===== src/rtl/srdc_defines.svh =====
// register offsets, field positions and reset values of the switch route / debug config block
`ifndef SRDC_DEFINES_SVH
`define SRDC_DEFINES_SVH
`define SRDC_OFF_DIR_LOWER    8'h0c
`define SRDC_OFF_DIR_UPPER    8'h0d
`define SRDC_OFF_DBG_CFG      8'h10
`define SRDC_RST_DIR          32'h0000_0000
`define SRDC_RST_DBG_CFG      2'h0
`define SRDC_BIT_PULLDOWN_EN  0
`define SRDC_BIT_DEBUG_CALL_TRAP_EN     1
`define SRDC_DIR_W            4
`define SRDC_NODE_ID_W        16
`endif


===== src/rtl/srdc_pkg.sv =====
// types shared by the switch route / debug config block
package srdc_pkg;
	typedef logic [3:0] srdc_dir_t;
	typedef struct packed {
		logic [15:0] dest_id;
		logic [15:0] tag;
	} srdc_req_t;
	typedef struct packed {
		logic        local_hit;
		srdc_dir_t   dir;
		logic [15:0] tag;
	} srdc_rsp_t;
	typedef struct packed {
		logic       wr;
		logic [7:0] addr;
		logic [31:0] wdata;
	} srdc_cfg_t;
endpackage


===== src/rtl/srdc_route_config.sv =====
// routing decision and debug line configuration of a switch node
`timescale 1ns/100ps
`default_nettype none
`include "srdc_defines.svh"

// Functional notes
// mismatch in id bits 15..8 routes by direction of most significant differing bit.
// upper table: eight nibbles, bits 31:28 for bit 15 down to 3:0 for bit 8.
// all direction fields read/write by configuration access, reset to zero.
// debug call enable bit 1 lets debug line activity raise a core trap.
// pull-down enable bit 0 pulls debug line low when node enters debug mode.
// debug config enables reset zero; bits 31:2 reserved, read as zero.
// mismatch in bits 7..0 uses lower table with same most-significant rule.
// host reaches these registers only through configuration reads and writes.
// debug line is open drain active low: only released or pulled low.
module srdc_route_config #(
	parameter int ID_W = `SRDC_NODE_ID_W
) (
	// clock and reset
	input  wire logic              clk,
	input  wire logic              srst,
	// configuration access
	input  wire logic              cfg_valid,
	input  wire srdc_pkg::srdc_cfg_t cfg_req,
	output logic                   cfg_ack,
	output logic [31:0]            cfg_rdata,
	// node identity
	input  wire logic [ID_W-1:0]   node_id,
	// route requests
	input  wire logic              req_valid,
	output logic                   req_ready,
	input  wire srdc_pkg::srdc_req_t req_data,
	// route answers
	output logic                   rsp_valid,
	input  wire logic              rsp_ready,
	output srdc_pkg::srdc_rsp_t    rsp_data,
	// debug line and core
	input  wire logic              debug_mode,
	input  wire logic              debug_line_n_i,
	output logic                   debug_line_n_o,
	output logic                   debug_line_n_oe,
	output logic                   debug_call_trap
);
	import srdc_pkg::*;

	// configuration state
	logic [31:0] dir_lo_q;
	logic [31:0] dir_lo_d;
	logic [31:0] dir_hi_q;
	logic [31:0] dir_hi_d;
	logic [1:0]  dbg_cfg_q;
	logic [1:0]  dbg_cfg_d;
	logic        ack_q;
	logic [31:0] rdata_q;
	logic [31:0] rdata_d;

	// configuration decode
	wire         sel_lo  = (cfg_req.addr == `SRDC_OFF_DIR_LOWER);
	wire         sel_hi  = (cfg_req.addr == `SRDC_OFF_DIR_UPPER);
	wire         sel_dbg = (cfg_req.addr == `SRDC_OFF_DBG_CFG);
	wire         is_wr   = cfg_valid && cfg_req.wr;
	wire         is_rd   = cfg_valid && !cfg_req.wr;
	wire         wr_lo   = is_wr && sel_lo;
	wire         wr_hi   = is_wr && sel_hi;
	wire         wr_dbg  = is_wr && sel_dbg;
	wire [31:0]  dbg_rd  = {30'h0, dbg_cfg_q};
	wire [31:0]  rd_mux  = sel_lo  ? dir_lo_q :
	                       sel_hi  ? dir_hi_q :
	                       sel_dbg ? dbg_rd :
	                       32'h0;

	assign dir_lo_d  = wr_lo ? cfg_req.wdata : dir_lo_q;
	assign dir_hi_d  = wr_hi ? cfg_req.wdata : dir_hi_q;
	assign dbg_cfg_d = wr_dbg ? cfg_req.wdata[1:0] : dbg_cfg_q;
	assign rdata_d   = is_rd ? rd_mux : 32'h0;

	always_ff @(posedge clk) begin
		if (srst) begin
			dir_lo_q <= `SRDC_RST_DIR;
		end else begin
			dir_lo_q <= dir_lo_d;
		end
	end

	always_ff @(posedge clk) begin
		if (srst) begin
			dir_hi_q <= `SRDC_RST_DIR;
		end else begin
			dir_hi_q <= dir_hi_d;
		end
	end

	always_ff @(posedge clk) begin
		if (srst) begin
			dbg_cfg_q <= `SRDC_RST_DBG_CFG;
		end else begin
			dbg_cfg_q <= dbg_cfg_d;
		end
	end

	always_ff @(posedge clk) begin
		if (srst) begin
			ack_q   <= 1'b0;
			rdata_q <= 32'h0;
		end else begin
			ack_q   <= cfg_valid;
			rdata_q <= rdata_d;
		end
	end

	assign cfg_ack   = ack_q;
	assign cfg_rdata = rdata_q;

	// most significant mismatch search, one lane per id bit
	wire [15:0]  diff = req_data.dest_id ^ node_id[15:0];
	wire [15:0]  above; // some id bit above this lane differs
	wire [3:0]   lane_dir [16];
	wire [15:0]  lane_hit;
	genvar g;
	generate
		for (g = 0; g < 16; g++) begin : g_lane
			if (g == 15) begin : g_top
				assign above[g] = 1'b0;
			end else begin : g_rest
				assign above[g] = above[g+1] | diff[g+1];
			end
			if (g >= 8) begin : g_hi
				assign lane_dir[g] = dir_hi_q[(g - 8) * 4 +: 4];
			end else begin : g_lo
				assign lane_dir[g] = dir_lo_q[g * 4 +: 4];
			end
			assign lane_hit[g] = diff[g] && !above[g];
		end
	endgenerate

	logic [3:0]  pick_dir;
	always_comb begin
		pick_dir = 4'h0;
		for (int i = 0; i < 16; i++) begin
			pick_dir = pick_dir | (lane_dir[i] & {4{lane_hit[i]}});
		end
	end

	// answer word for the request on the input side
	srdc_rsp_t   new_rsp;
	assign new_rsp.local_hit = (diff == 16'h0);
	assign new_rsp.dir       = pick_dir;
	assign new_rsp.tag       = req_data.tag;

	// two-entry skid buffer: output stage plus one spare entry
	srdc_rsp_t   out_q;
	srdc_rsp_t   out_d;
	srdc_rsp_t   skid_q;
	srdc_rsp_t   skid_d;
	logic        out_vld_q;
	logic        out_vld_d;
	logic        skid_vld_q;
	logic        skid_vld_d;
	logic        rdy_q;
	wire         push = req_valid && rdy_q;
	wire         pop  = out_vld_q && rsp_ready;
	wire         take = pop || !out_vld_q; // output stage free this cycle

	always_comb begin
		out_vld_d  = out_vld_q;
		out_d      = out_q;
		skid_vld_d = skid_vld_q;
		skid_d     = skid_q;
		if (take && skid_vld_q) begin
			out_vld_d  = 1'b1;
			out_d      = skid_q;
			skid_vld_d = 1'b0;
		end else if (take) begin
			out_vld_d = push;
			if (push) begin
				out_d = new_rsp;
			end
		end else if (push) begin
			skid_vld_d = 1'b1;
			skid_d     = new_rsp;
		end
	end

	always_ff @(posedge clk) begin
		if (srst) begin
			out_vld_q  <= 1'b0;
			skid_vld_q <= 1'b0;
			rdy_q      <= 1'b1;
			out_q      <= '0;
			skid_q     <= '0;
		end else begin
			out_vld_q  <= out_vld_d;
			skid_vld_q <= skid_vld_d;
			rdy_q      <= !skid_vld_d;
			out_q      <= out_d;
			skid_q     <= skid_d;
		end
	end

	assign req_ready = rdy_q;
	assign rsp_valid = out_vld_q;
	assign rsp_data  = out_q;

	// debug line: pull low only, sample for trap
	logic        dbg_in_q;
	logic        dbg_oe_q;
	logic        trap_q;
	wire         pull_d = debug_mode && dbg_cfg_q[`SRDC_BIT_PULLDOWN_EN];
	wire         fall   = dbg_in_q && !debug_line_n_i; // wire went from high to low
	wire         trap_d = dbg_cfg_q[`SRDC_BIT_DEBUG_CALL_TRAP_EN] && fall;

	always_ff @(posedge clk) begin
		if (srst) begin
			dbg_oe_q <= 1'b0;
		end else begin
			dbg_oe_q <= pull_d;
		end
	end

	always_ff @(posedge clk) begin
		if (srst) begin
			dbg_in_q <= 1'b1;
		end else begin
			dbg_in_q <= debug_line_n_i;
		end
	end

	always_ff @(posedge clk) begin
		if (srst) begin
			trap_q <= 1'b0;
		end else begin
			trap_q <= trap_d;
		end
	end

	assign debug_line_n_o  = 1'b0;
	assign debug_line_n_oe = dbg_oe_q;
	assign debug_call_trap = trap_q;
endmodule
`default_nettype wire


===== config.mk =====
export PLATFORM = sky130hd
export DESIGN_NAME = srdc_route_config
export DESIGN_NICKNAME = d
export VERILOG_FILES = /design/src/rtl/srdc_pkg.sv /design/src/rtl/srdc_route_config.sv
export VERILOG_INCLUDE_DIRS = /design/src /design/src/rtl
export SDC_FILE = /design/constraint.sdc
export NUM_CORES = 1
export LEC_CHECK = 0
export ABC_AREA = 1
export BUFFER_PORTS_ARGS = -buffer_cell sky130_fd_sc_hd__buf_2
export CAP_MARGIN = 10
export CORE_MARGIN = 3
export CORE_UTILIZATION = 57
export DETAILED_ROUTE_END_ITERATION = 16
export PLACE_DENSITY_LB_ADDON = 0.12
export SLEW_MARGIN = 0
export SYNTH_ARGS = -nofsm -noshare
export SYNTH_HDL_FRONTEND = slang
export SYNTH_SLANG_ARGS = --single-unit

===== constraint.sdc =====
create_clock -name clk -period 3.4 [get_ports clk]
set_clock_uncertainty 0.15 [all_clocks]
set_input_delay 0.68 -clock clk [delete_from_list [all_inputs] [get_ports clk]]
set_output_delay 0.68 -clock clk [all_outputs]
set_load 0.02 [all_outputs]

==> metrics.txt, run 1 <==
Synth cell types 35; Worst Path Max Fanout 44; WL per Instance 15.27 um; starting DRC count in detailed routing 489; area grow syn2layout 22.49%; Synth top area share 0.4740; CTS tree built; number of global-route vias before repair 5761; total power 3.890 mW; syn nets 941; max_cap viols 0; fin util 0.7269; DR vias/cell 5.509; startpoint types input pin; via count 6214; Die Height 110.4 um; Synthesis Warnings 0; Async SR Flop Fraction 0; Slew Viols, Final 0; maximum VDD drop 0.0003631 V; Post-synth EDFFs 0; post-layout min period 2248 ps; Die X 110.4 um; syn_area_per_cell 7.347 sq um; kind of critical path in -> reg; slew margin rel. 0.2695; Critical Path RT 3640 ps; sequential area share after synthesis 0.4740; total core area 10460 sq um; LEAKAGE 3.241 nW; synth cell count leaders nand2_1, dfxtp_1, nor2_1; largest area contributor in the netlist dfxtp_1; DRC viols 0; ys flop type dfxtp_1; nets@finish 1078; CTS Sinks 147; Worst Path Arrival 2490 ps; # fillers 891; Crit. End Element register; RSZ-0062 raised after global routing false; postcts setup bufs 0; die area 12180 sq um; layout cells sized above 1 0.2258; Mapped Area 6208 sq um; most frequent cell after synthesis nand2_1; outcome complete, no violations; CTS max path bufs 2; hpwl dp 11840 um; final hold viol count 0; worst-skew pair later-pin latency 530 ps; row cnt 37; path category of the worst min-delay check in -> reg; fmax 444.9 MHz; Ports 155; Slew @ Worst Pin 1095 ps; antenna-violating nets left 0; Setup Viol. Count Final 0; initial antenna violation count 0; setup_tns 0 ps; Post-Synthesis Cells 845; quantity of gates resized following cts 0; Final period util 0.6611; pin count of the biggest net entering global routing 45; CTS buffer count 17; Synth area leaders dfxtp_1, nand2_1, nor2_1; Clock transition at path regs 60 ps; Synth Register Bits 147; clk root buf clkbuf_8; Initial Util 0.5934; Ant. Diodes 0; Routed WL 17220 um; Pwr Density 511.5 nW/um^2; GPL Wtd Cong 0.8953; PortBufs 153; total grt overflow 0; First-pass DRT Iterations 6; # H-tree levels 4; CTS Hold Buffers Added 0; first-pass GRT wire length 27300 um; All-Layer GR Usage 0.2901
[cell families after synthesis]
family,count (synthesis),synth area share
buffers and inverters,99,0.06530
xor gates and xnor gates,12,0.01935
DFF,147,0.4740
and+or+nand+nor,386,0.2703
other,1,0.0006040
AOI/OAI and AO/OA,200,0.1705
[layout by cell type, fill, tap and decap left out, types with 5 or more instances in the layout]
cell | synthesis | final
nor2_1 | 128 | 126
dfxtp_1 | 147 | 147
inv_2 | 7 | 7
nand2_2 | 8 | 8
buf_4 | 1 | 10
nand2_1 | 157 | 157
nand4_1 | 18 | 18
o21ai_0 | 72 | 72
nor3_1 | 7 | 7
a21oi_1 | 95 | 95
buf_2 | 10 | 153
nand3_1 | 52 | 52
inv_1 | 46 | 46
nor2_4 | 4 | 5
o21ai_1 | 6 | 6
o22ai_1 | 16 | 16
clkbuf_16 | 0 | 16
xnor2_1 | 7 | 7
[layer usage]
metal  vias up  track usage  part of all wire
li1       3065            -                 -
met1      2835       0.3545              0.41
met2       283       0.4861              0.49
met3        31      0.07338             0.077
met4         0       0.1231             0.021
met5         -            0                 0
[worst max-delay path, cell delays in order]
cell	delay, ps
buf_2	90
nor2_1	90
inv_1	50
nor3_1	150
nand4_1	190
nor2_2	160
inv_2	70
nor2_2	80
buf_4	230
inv_2	310
o21ai_0	300
a21oi_1	60
[sequential cells by signal (all words and copies together), names as in the netlist]
signal and cells:
rsp_valid 1, dbg_in_q 1, dbg_cfg_q 2, cfg_ack 1, dir_hi_q 32, cfg_rdata 32, skid_vld_q 1, debug_call_trap 1
skid_q 21, req_ready 1, rsp_data 21, debug_line_n_oe 1, dir_lo_q 32
[worst paths after layout]
kind                       start               to  slack (ps)  cells past startpoint
setup / recovery     cfg_req[39]     dir_lo_q[23]        1150                     12
hold reg to reg         dbg_in_q  debug_call_trap         280                      2
hold / removal    debug_line_n_i         dbg_in_q         190                      2
setup reg to reg      skid_vld_q      rsp_data[2]        1330                      7
[power breakdown]
group,switching (mW),internal (mW),leakage (nW)
combinational,0.195,0.106,1.77
clock,0.677,1.14,0.278
sequential,0.0150,1.76,1.19
[layout make-up]
type,instances,area (sq um),area share
inverters,53,198.9,0.02616
clock inverters,6,105.1,0.01382
well taps,136,170.2,0.02238
repair buffers,164,860.8,0.1132
clock buffers,23,456.7,0.06005
multi-input cells,599,2870,0.3774
flip-flops and latches,147,2943,0.3870
[stage by stage]
stage	hold slack, ps	area, sq um	setup slack (ps)	std cells
3_3_place_gp	266.5	7043	730.9	1099
5_1_grt	188.9	7605	1005	1128
6_report	194.9	7605	1152	1128
3_5_place_dp	275.5	7043	660.1	1099
2_1_floorplan	256.4	6208	1297	845
4_1_cts	181.0	7605	1207	1128
(Power assumes the default switching activity.)
==> inputs of run 2 (changes only) <==
--- a/config.mk
+++ b/config.mk
@@ -10,7 +10,7 @@
 export BUFFER_PORTS_ARGS = -buffer_cell sky130_fd_sc_hd__buf_2
 export CAP_MARGIN = 10
 export CORE_MARGIN = 3
-export CORE_UTILIZATION = 57
+export CORE_UTILIZATION = 48
 export DETAILED_ROUTE_END_ITERATION = 16
 export PLACE_DENSITY_LB_ADDON = 0.12
 export SLEW_MARGIN = 0
==> constraint.sdc (replaced) <==
create_clock -name clk -period 2 [get_ports clk]
set_clock_uncertainty 0.15 [all_clocks]
set_input_delay 0.4 -clock clk [delete_from_list [all_inputs] [get_ports clk]]
set_output_delay 0.4 -clock clk [all_outputs]
set_load 0.02 [all_outputs]
==> metrics.txt, run 2 (same netlist as run 1, synthesis figures left out) <==
outcome complete, no violations; area grow syn2layout 30.03%; Largest stage delay, worst path 190 ps; Crit path max-delay family simple AND/OR/NAND/NOR gates; Critical path buffers and inverters 2; nets@finish 1105; Worst Path Max Fanout 6; Critical Path Slowest Stage Cell nor2_4; CTS max path bufs 2; switching part of the total 0.2124; hold path endpoint dbg_in_q; starting DRC count in detailed routing 536; setup_tns 0 ps; post-layout min period 1785 ps; R2R cell count 10; wl on met1 7817 um; # H-tree levels 4; first-pass GRT wire length 28790 um; path category of the worst min-delay check in -> reg; total power 7.383 mW; hpwl dp 12730 um; Routed WL 18080 um; Slew @ Worst Pin 525.5 ps; Seq pwr share 0.408; Initial Util 0.5043; total grt overflow 0; slew margin rel. 0.6493; row cnt 40; pin count of the biggest net entering global routing 48; kind of critical path in -> reg; First-pass DRT Iterations 6; number of global-route vias before repair 5726; WL per Instance 15.22 um; DRC viols 0; CTS tree built; Pwr Density 914.6 nW/um^2; # fillers 1116; commonest non-fill, non-tap cell in the layout nand2_1; Clock transition at path regs 60 ps; Hold Crit Depth 2; initial antenna violation count 1; length of routed met3 wiring 1196 um; antenna-violating nets left 0; GPL Wtd Cong 0.9349; Worst Path Arrival 1990 ps; Clk pwr share 0.516; fmax 560.4 MHz; via count 6165; clk root buf clkbuf_16; most frequent cells in the layout nand2_1, buf_2, dfxtp_1; RSZ-0062 raised after global routing false; LEAKAGE 3.449 nW; Reg2Reg Setup Slack 240 ps; die area 14340 sq um; FF/Latch Area 2943 sq um; sw power 1.569 mW; final worst slack 215.5 ps; worst-skew pair later-pin latency 410 ps; area of the multi-input gates 2878 sq um; Setup Viol. Count Final 0; fin util 0.6557; Pint 5.815 mW; RR Startpoint dir_hi_q[24]; maximum VDD drop 0.0005993 V; Max Used Layer met5; total core area 12310 sq um; r2r endpoint rsp_data[16]; Die Height 119.7 um; DR vias/cell 5.189; final hold viol count 0; startpoint types input pin; post-place setup slack -196.3 ps; met2 wire len 8750 um; Crit. End Element register; Logic pwr share 0.077; CTS Sinks 147; critical path cell sequence buf_2 > inv_1 > nand2_2 > nand2_4 > nand2_4 > nor2_4 > nand2_4 > nor2_4 > nand4_1 > nor2_1 > nor2_1 > nand4_1 > nand2_1 > a21oi_2; Ant. Diodes 0; CTS buffer count 17; Die X 119.7 um; Ports 155; Critical Path RT 2200 ps; max_cap viols 0; CTS Hold Buffers Added 0; layout cells sized above 1 0.2520; PortBufs 153; Final period util 0.8923; cell repeated most along the worst path nand2_4; Slew Viols, Final 0; All-Layer GR Usage 0.2501; critical hold path startpoint debug_line_n_i
-- run 2: cell types whose count changed in the layout (fill, tap and decap cells not counted), sizes merged --
cell / previous run / this run
buf: 164 / 190
bufinv: 3 / 8
clkbuf: 23 / 20
clkinvlp: 0 / 2
clkinv: 3 / 2
inv: 53 / 52
-- run 2: worst reg2reg max path, cell delays in order (launching register included) --
cell and delay [ps]:
dfxtp_1 320, nand3_1 90, nand2_1 60, nor2_1 170, nand3_1 120, nor2_1 130
nand4_1 90, nor3_1 240, nand4_1 130, nand2_1 100, a21oi_2 50
-- run 2: routing by layer --
metal / global-route usage / vias to the layer above
met4: 0.08160 / 2
met1: 0.3233 / 2780
met2: 0.4177 / 235
met3: 0.05372 / 28
met5: 0 / -
li1: - / 3120
-- run 2: what timing repair did --
item | in CTS | in global routing
gates resized for setup | 0 | 4
endpoints found under the setup margin | 0 | 4
buffers inserted | 0 | 0
-- run 2: layout make-up --
type                    instances  area share
flip-flops and latches        147      0.3645
multi-input cells             599      0.3565
repair buffers                190      0.1401
clock buffers                  20     0.05533
clock inverters                10     0.03146
well taps                     168     0.02604
inverters                      53     0.02511
repair inverters                1   0.0009299
-- run 2: worst max-delay path by stage --
| stage | startpoint | to | slack, ps | cells after the start |
|---|---|---|---|---|
| 2_1_floorplan | cfg_req[39] | dir_lo_q[16] | 180 | 11 |
| 3_3_place_gp | node_id[13] | rsp_data[16] | -210 | 14 |
| 3_5_place_dp | req_data[31] | rsp_data[16] | -200 | 14 |
| 4_1_cts | rsp_valid | rsp_data[20] | 160 | 7 |
| 5_1_grt | req_data[31] | rsp_data[16] | 7 | 14 |
| 6_report | req_data[31] | rsp_data[16] | 220 | 14 |
-- run 2: stage by stage --
step | cell area, sq um | hold slack (ps) | cells
5_1_grt | 8073 | 36.37 | 1188
3_5_place_dp | 7353 | 269.6 | 1157
6_report | 8073 | 33.20 | 1188
3_3_place_gp | 7353 | 266.4 | 1157
2_1_floorplan | 6208 | 256.4 | 845
4_1_cts | 8054 | 25.33 | 1187
-- run 2: power by group through the flow --
stage / Sequential [mW] / Combinational [mW] / Clock (mW)
floorplan: 3.11 / 0.251 / 0
global placement: 3.07 / 0.554 / 0
detailed placement: 3.07 / 0.557 / 0
CTS: 3.01 / 0.561 / 3.84
global route: 3.01 / 0.623 / 3.96
finish: 3.01 / 0.568 / 3.81
==> inputs of run 3 (changes only) <==
==> constraint.sdc (replaced) <==
create_clock -name clk -period 2 [get_ports clk]
set_clock_uncertainty 0.15 [all_clocks]
set_input_delay 0.1 -clock clk [delete_from_list [all_inputs] [get_ports clk]]
set_output_delay 0.1 -clock clk [all_outputs]
set_load 0.02 [all_outputs]
==> metrics.txt, run 3 (same netlist as run 1, synthesis figures left out) <==
outcome complete, no violations; Ant. Diodes 0; hpwl dp 12330 um; Initial Util 0.5043; Worst Path Arrival 2100 ps; r2r endpoint rsp_data[17]; switching part of the total 0.2352; crit path capture dbg_cfg_q[1]; CTS buffer count 17; # H-tree levels 4; Clk pwr share 0.458; Worst Path Max Fanout 4; Clock transition at path regs 60 ps; Ports 155; R2R cell count 10; path category of the worst min-delay check in -> reg; Seq pwr share 0.449; final hold viol count 0; total grt overflow 0; PortBufs 153; Critical Path RT 2210 ps; GPL Wtd Cong 0.8681; antenna-violating nets left 0; post-place setup slack 59.49 ps; LEAKAGE 3.543 nW; total core area 12310 sq um; Reg2Reg Setup Slack 180 ps; Pint 5.125 mW; # fillers 1075; most frequent cells in the layout nand2_1, buf_2, dfxtp_1; commonest non-fill, non-tap cell in the layout nand2_1; Crit. End Element register; post-layout min period 1894 ps; first-pass GRT wire length 29990 um; via count 6392; CTS max path bufs 2; sw power 1.576 mW; maximum VDD drop 0.0005742 V; final worst slack 106.5 ps; area grow syn2layout 34.22%; worst-skew pair later-pin latency 420 ps; Die X 119.7 um; DRC viols 0; Hold WS 27.05 ps; Routed WL 18640 um; slew margin rel. 0.4339; layout cells sized above 1 0.2269; DR vias/cell 5.197; Slew @ Worst Pin 848.3 ps; pin count of the biggest net entering global routing 78; crit path launch cfg_req[32]; WL per Instance 15.15 um; CTS tree built; fin util 0.6768; Slew Viols, Final 0; max_cap viols 0; Area after DPL 7156 sq um; Pwr Density 804.2 nW/um^2; nets@finish 1147; row cnt 40; RR Startpoint dir_hi_q[25]; CTS Sinks 147; kind of critical path in -> reg; fmax 528.1 MHz; Setup Viol. Count Final 0; initial antenna violation count 0; Final period util 0.9468; First-pass DRT Iterations 5; Die Height 119.7 um; Finished Cell Area 8333 sq um; number of global-route vias before repair 6129; die area 14340 sq um; startpoint types input pin; All-Layer GR Usage 0.2600; clk root buf clkbuf_16; starting DRC count in detailed routing 533; Logic pwr share 0.093
run 3: cell types whose count changed in the layout (fill, tap and decap cells not counted), moves of 2 or more:
cell / previous run / this run
buf_12: 7 / 2
buf_4: 30 / 19
bufinv_16: 8 / 2
clkbuf_1: 2 / 0
clkinv_2: 1 / 6
dlygate4sd3_1: 0 / 59
run 3: worst min path at each step:
stage	depth (start not counted)	to	start
global placement	2	dbg_in_q	debug_line_n_i
global route	5	skid_q[20]	req_data[17]
floorplan	1	dbg_in_q	debug_line_n_i
finish	5	skid_q[20]	req_data[17]
CTS	5	dbg_cfg_q[0]	cfg_req[37]
detailed placement	2	dbg_in_q	debug_line_n_i
run 3: power groups by stage:
stage / clock, mW / combinational (mW) / sequential (mW)
final: 3.07 / 0.625 / 3.01
after global routing: 3.22 / 0.685 / 3.01
after CTS: 3.10 / 0.619 / 3.01
after detailed placement: 0 / 0.532 / 3.07
after global placement: 0 / 0.528 / 3.07
after floorplan: 0 / 0.251 / 3.11
run 3: stage by stage:
| step | std cells | setup TNS (ps) | power, mW |
|---|---|---|---|
| CTS | 1228 | 0 | 6.728 |
| floorplan | 845 | 0 | 3.362 |
| global route | 1230 | -4.746 | 6.914 |
| finish | 1230 | 0 | 6.701 |
| global placement | 1139 | 0 | 3.599 |
| detailed placement | 1139 | 0 | 3.602 |
run 3: cell type report:
cell class	instances	area [sq um]	share of cell area
clock buffers	19	452.9	0.05435
clock inverters	11	112.6	0.01351
inverters	53	198.9	0.02387
multi-input cells	599	2877	0.3452
flip-flops and latches	147	2943	0.3532
well taps	168	210.2	0.02523
repair buffers	233	1539	0.1847
run 3: repair_timing:
action | in CTS | in global routing
buffers inserted | 0 | 2
endpoints found under the setup margin | 0 | 1
endpoints found under the hold margin | 111 | 0
resized for setup | 0 | 2
hold buffers | 59 | 0
run 3: layer usage:
metal / global-route usage / vias to the layer above / routed length (um)
li1: - / 3200 / -
met1: 0.3229 / 2914 / 7888
met2: 0.4439 / 235 / 9145
met3: 0.05891 / 43 / 1119
met4: 0.09234 / 0 / 482
met5: 0 / - / 0
run 3: worst max-delay path, cell delays in order:
cell and delay [ps]:
dlygate4sd3_1 540, buf_2 140, inv_2 70, nand3_1 100, nor4b_2 230, buf_4 170
nand3_1 60, dlygate4sd3_1 560, a21oi_1 130
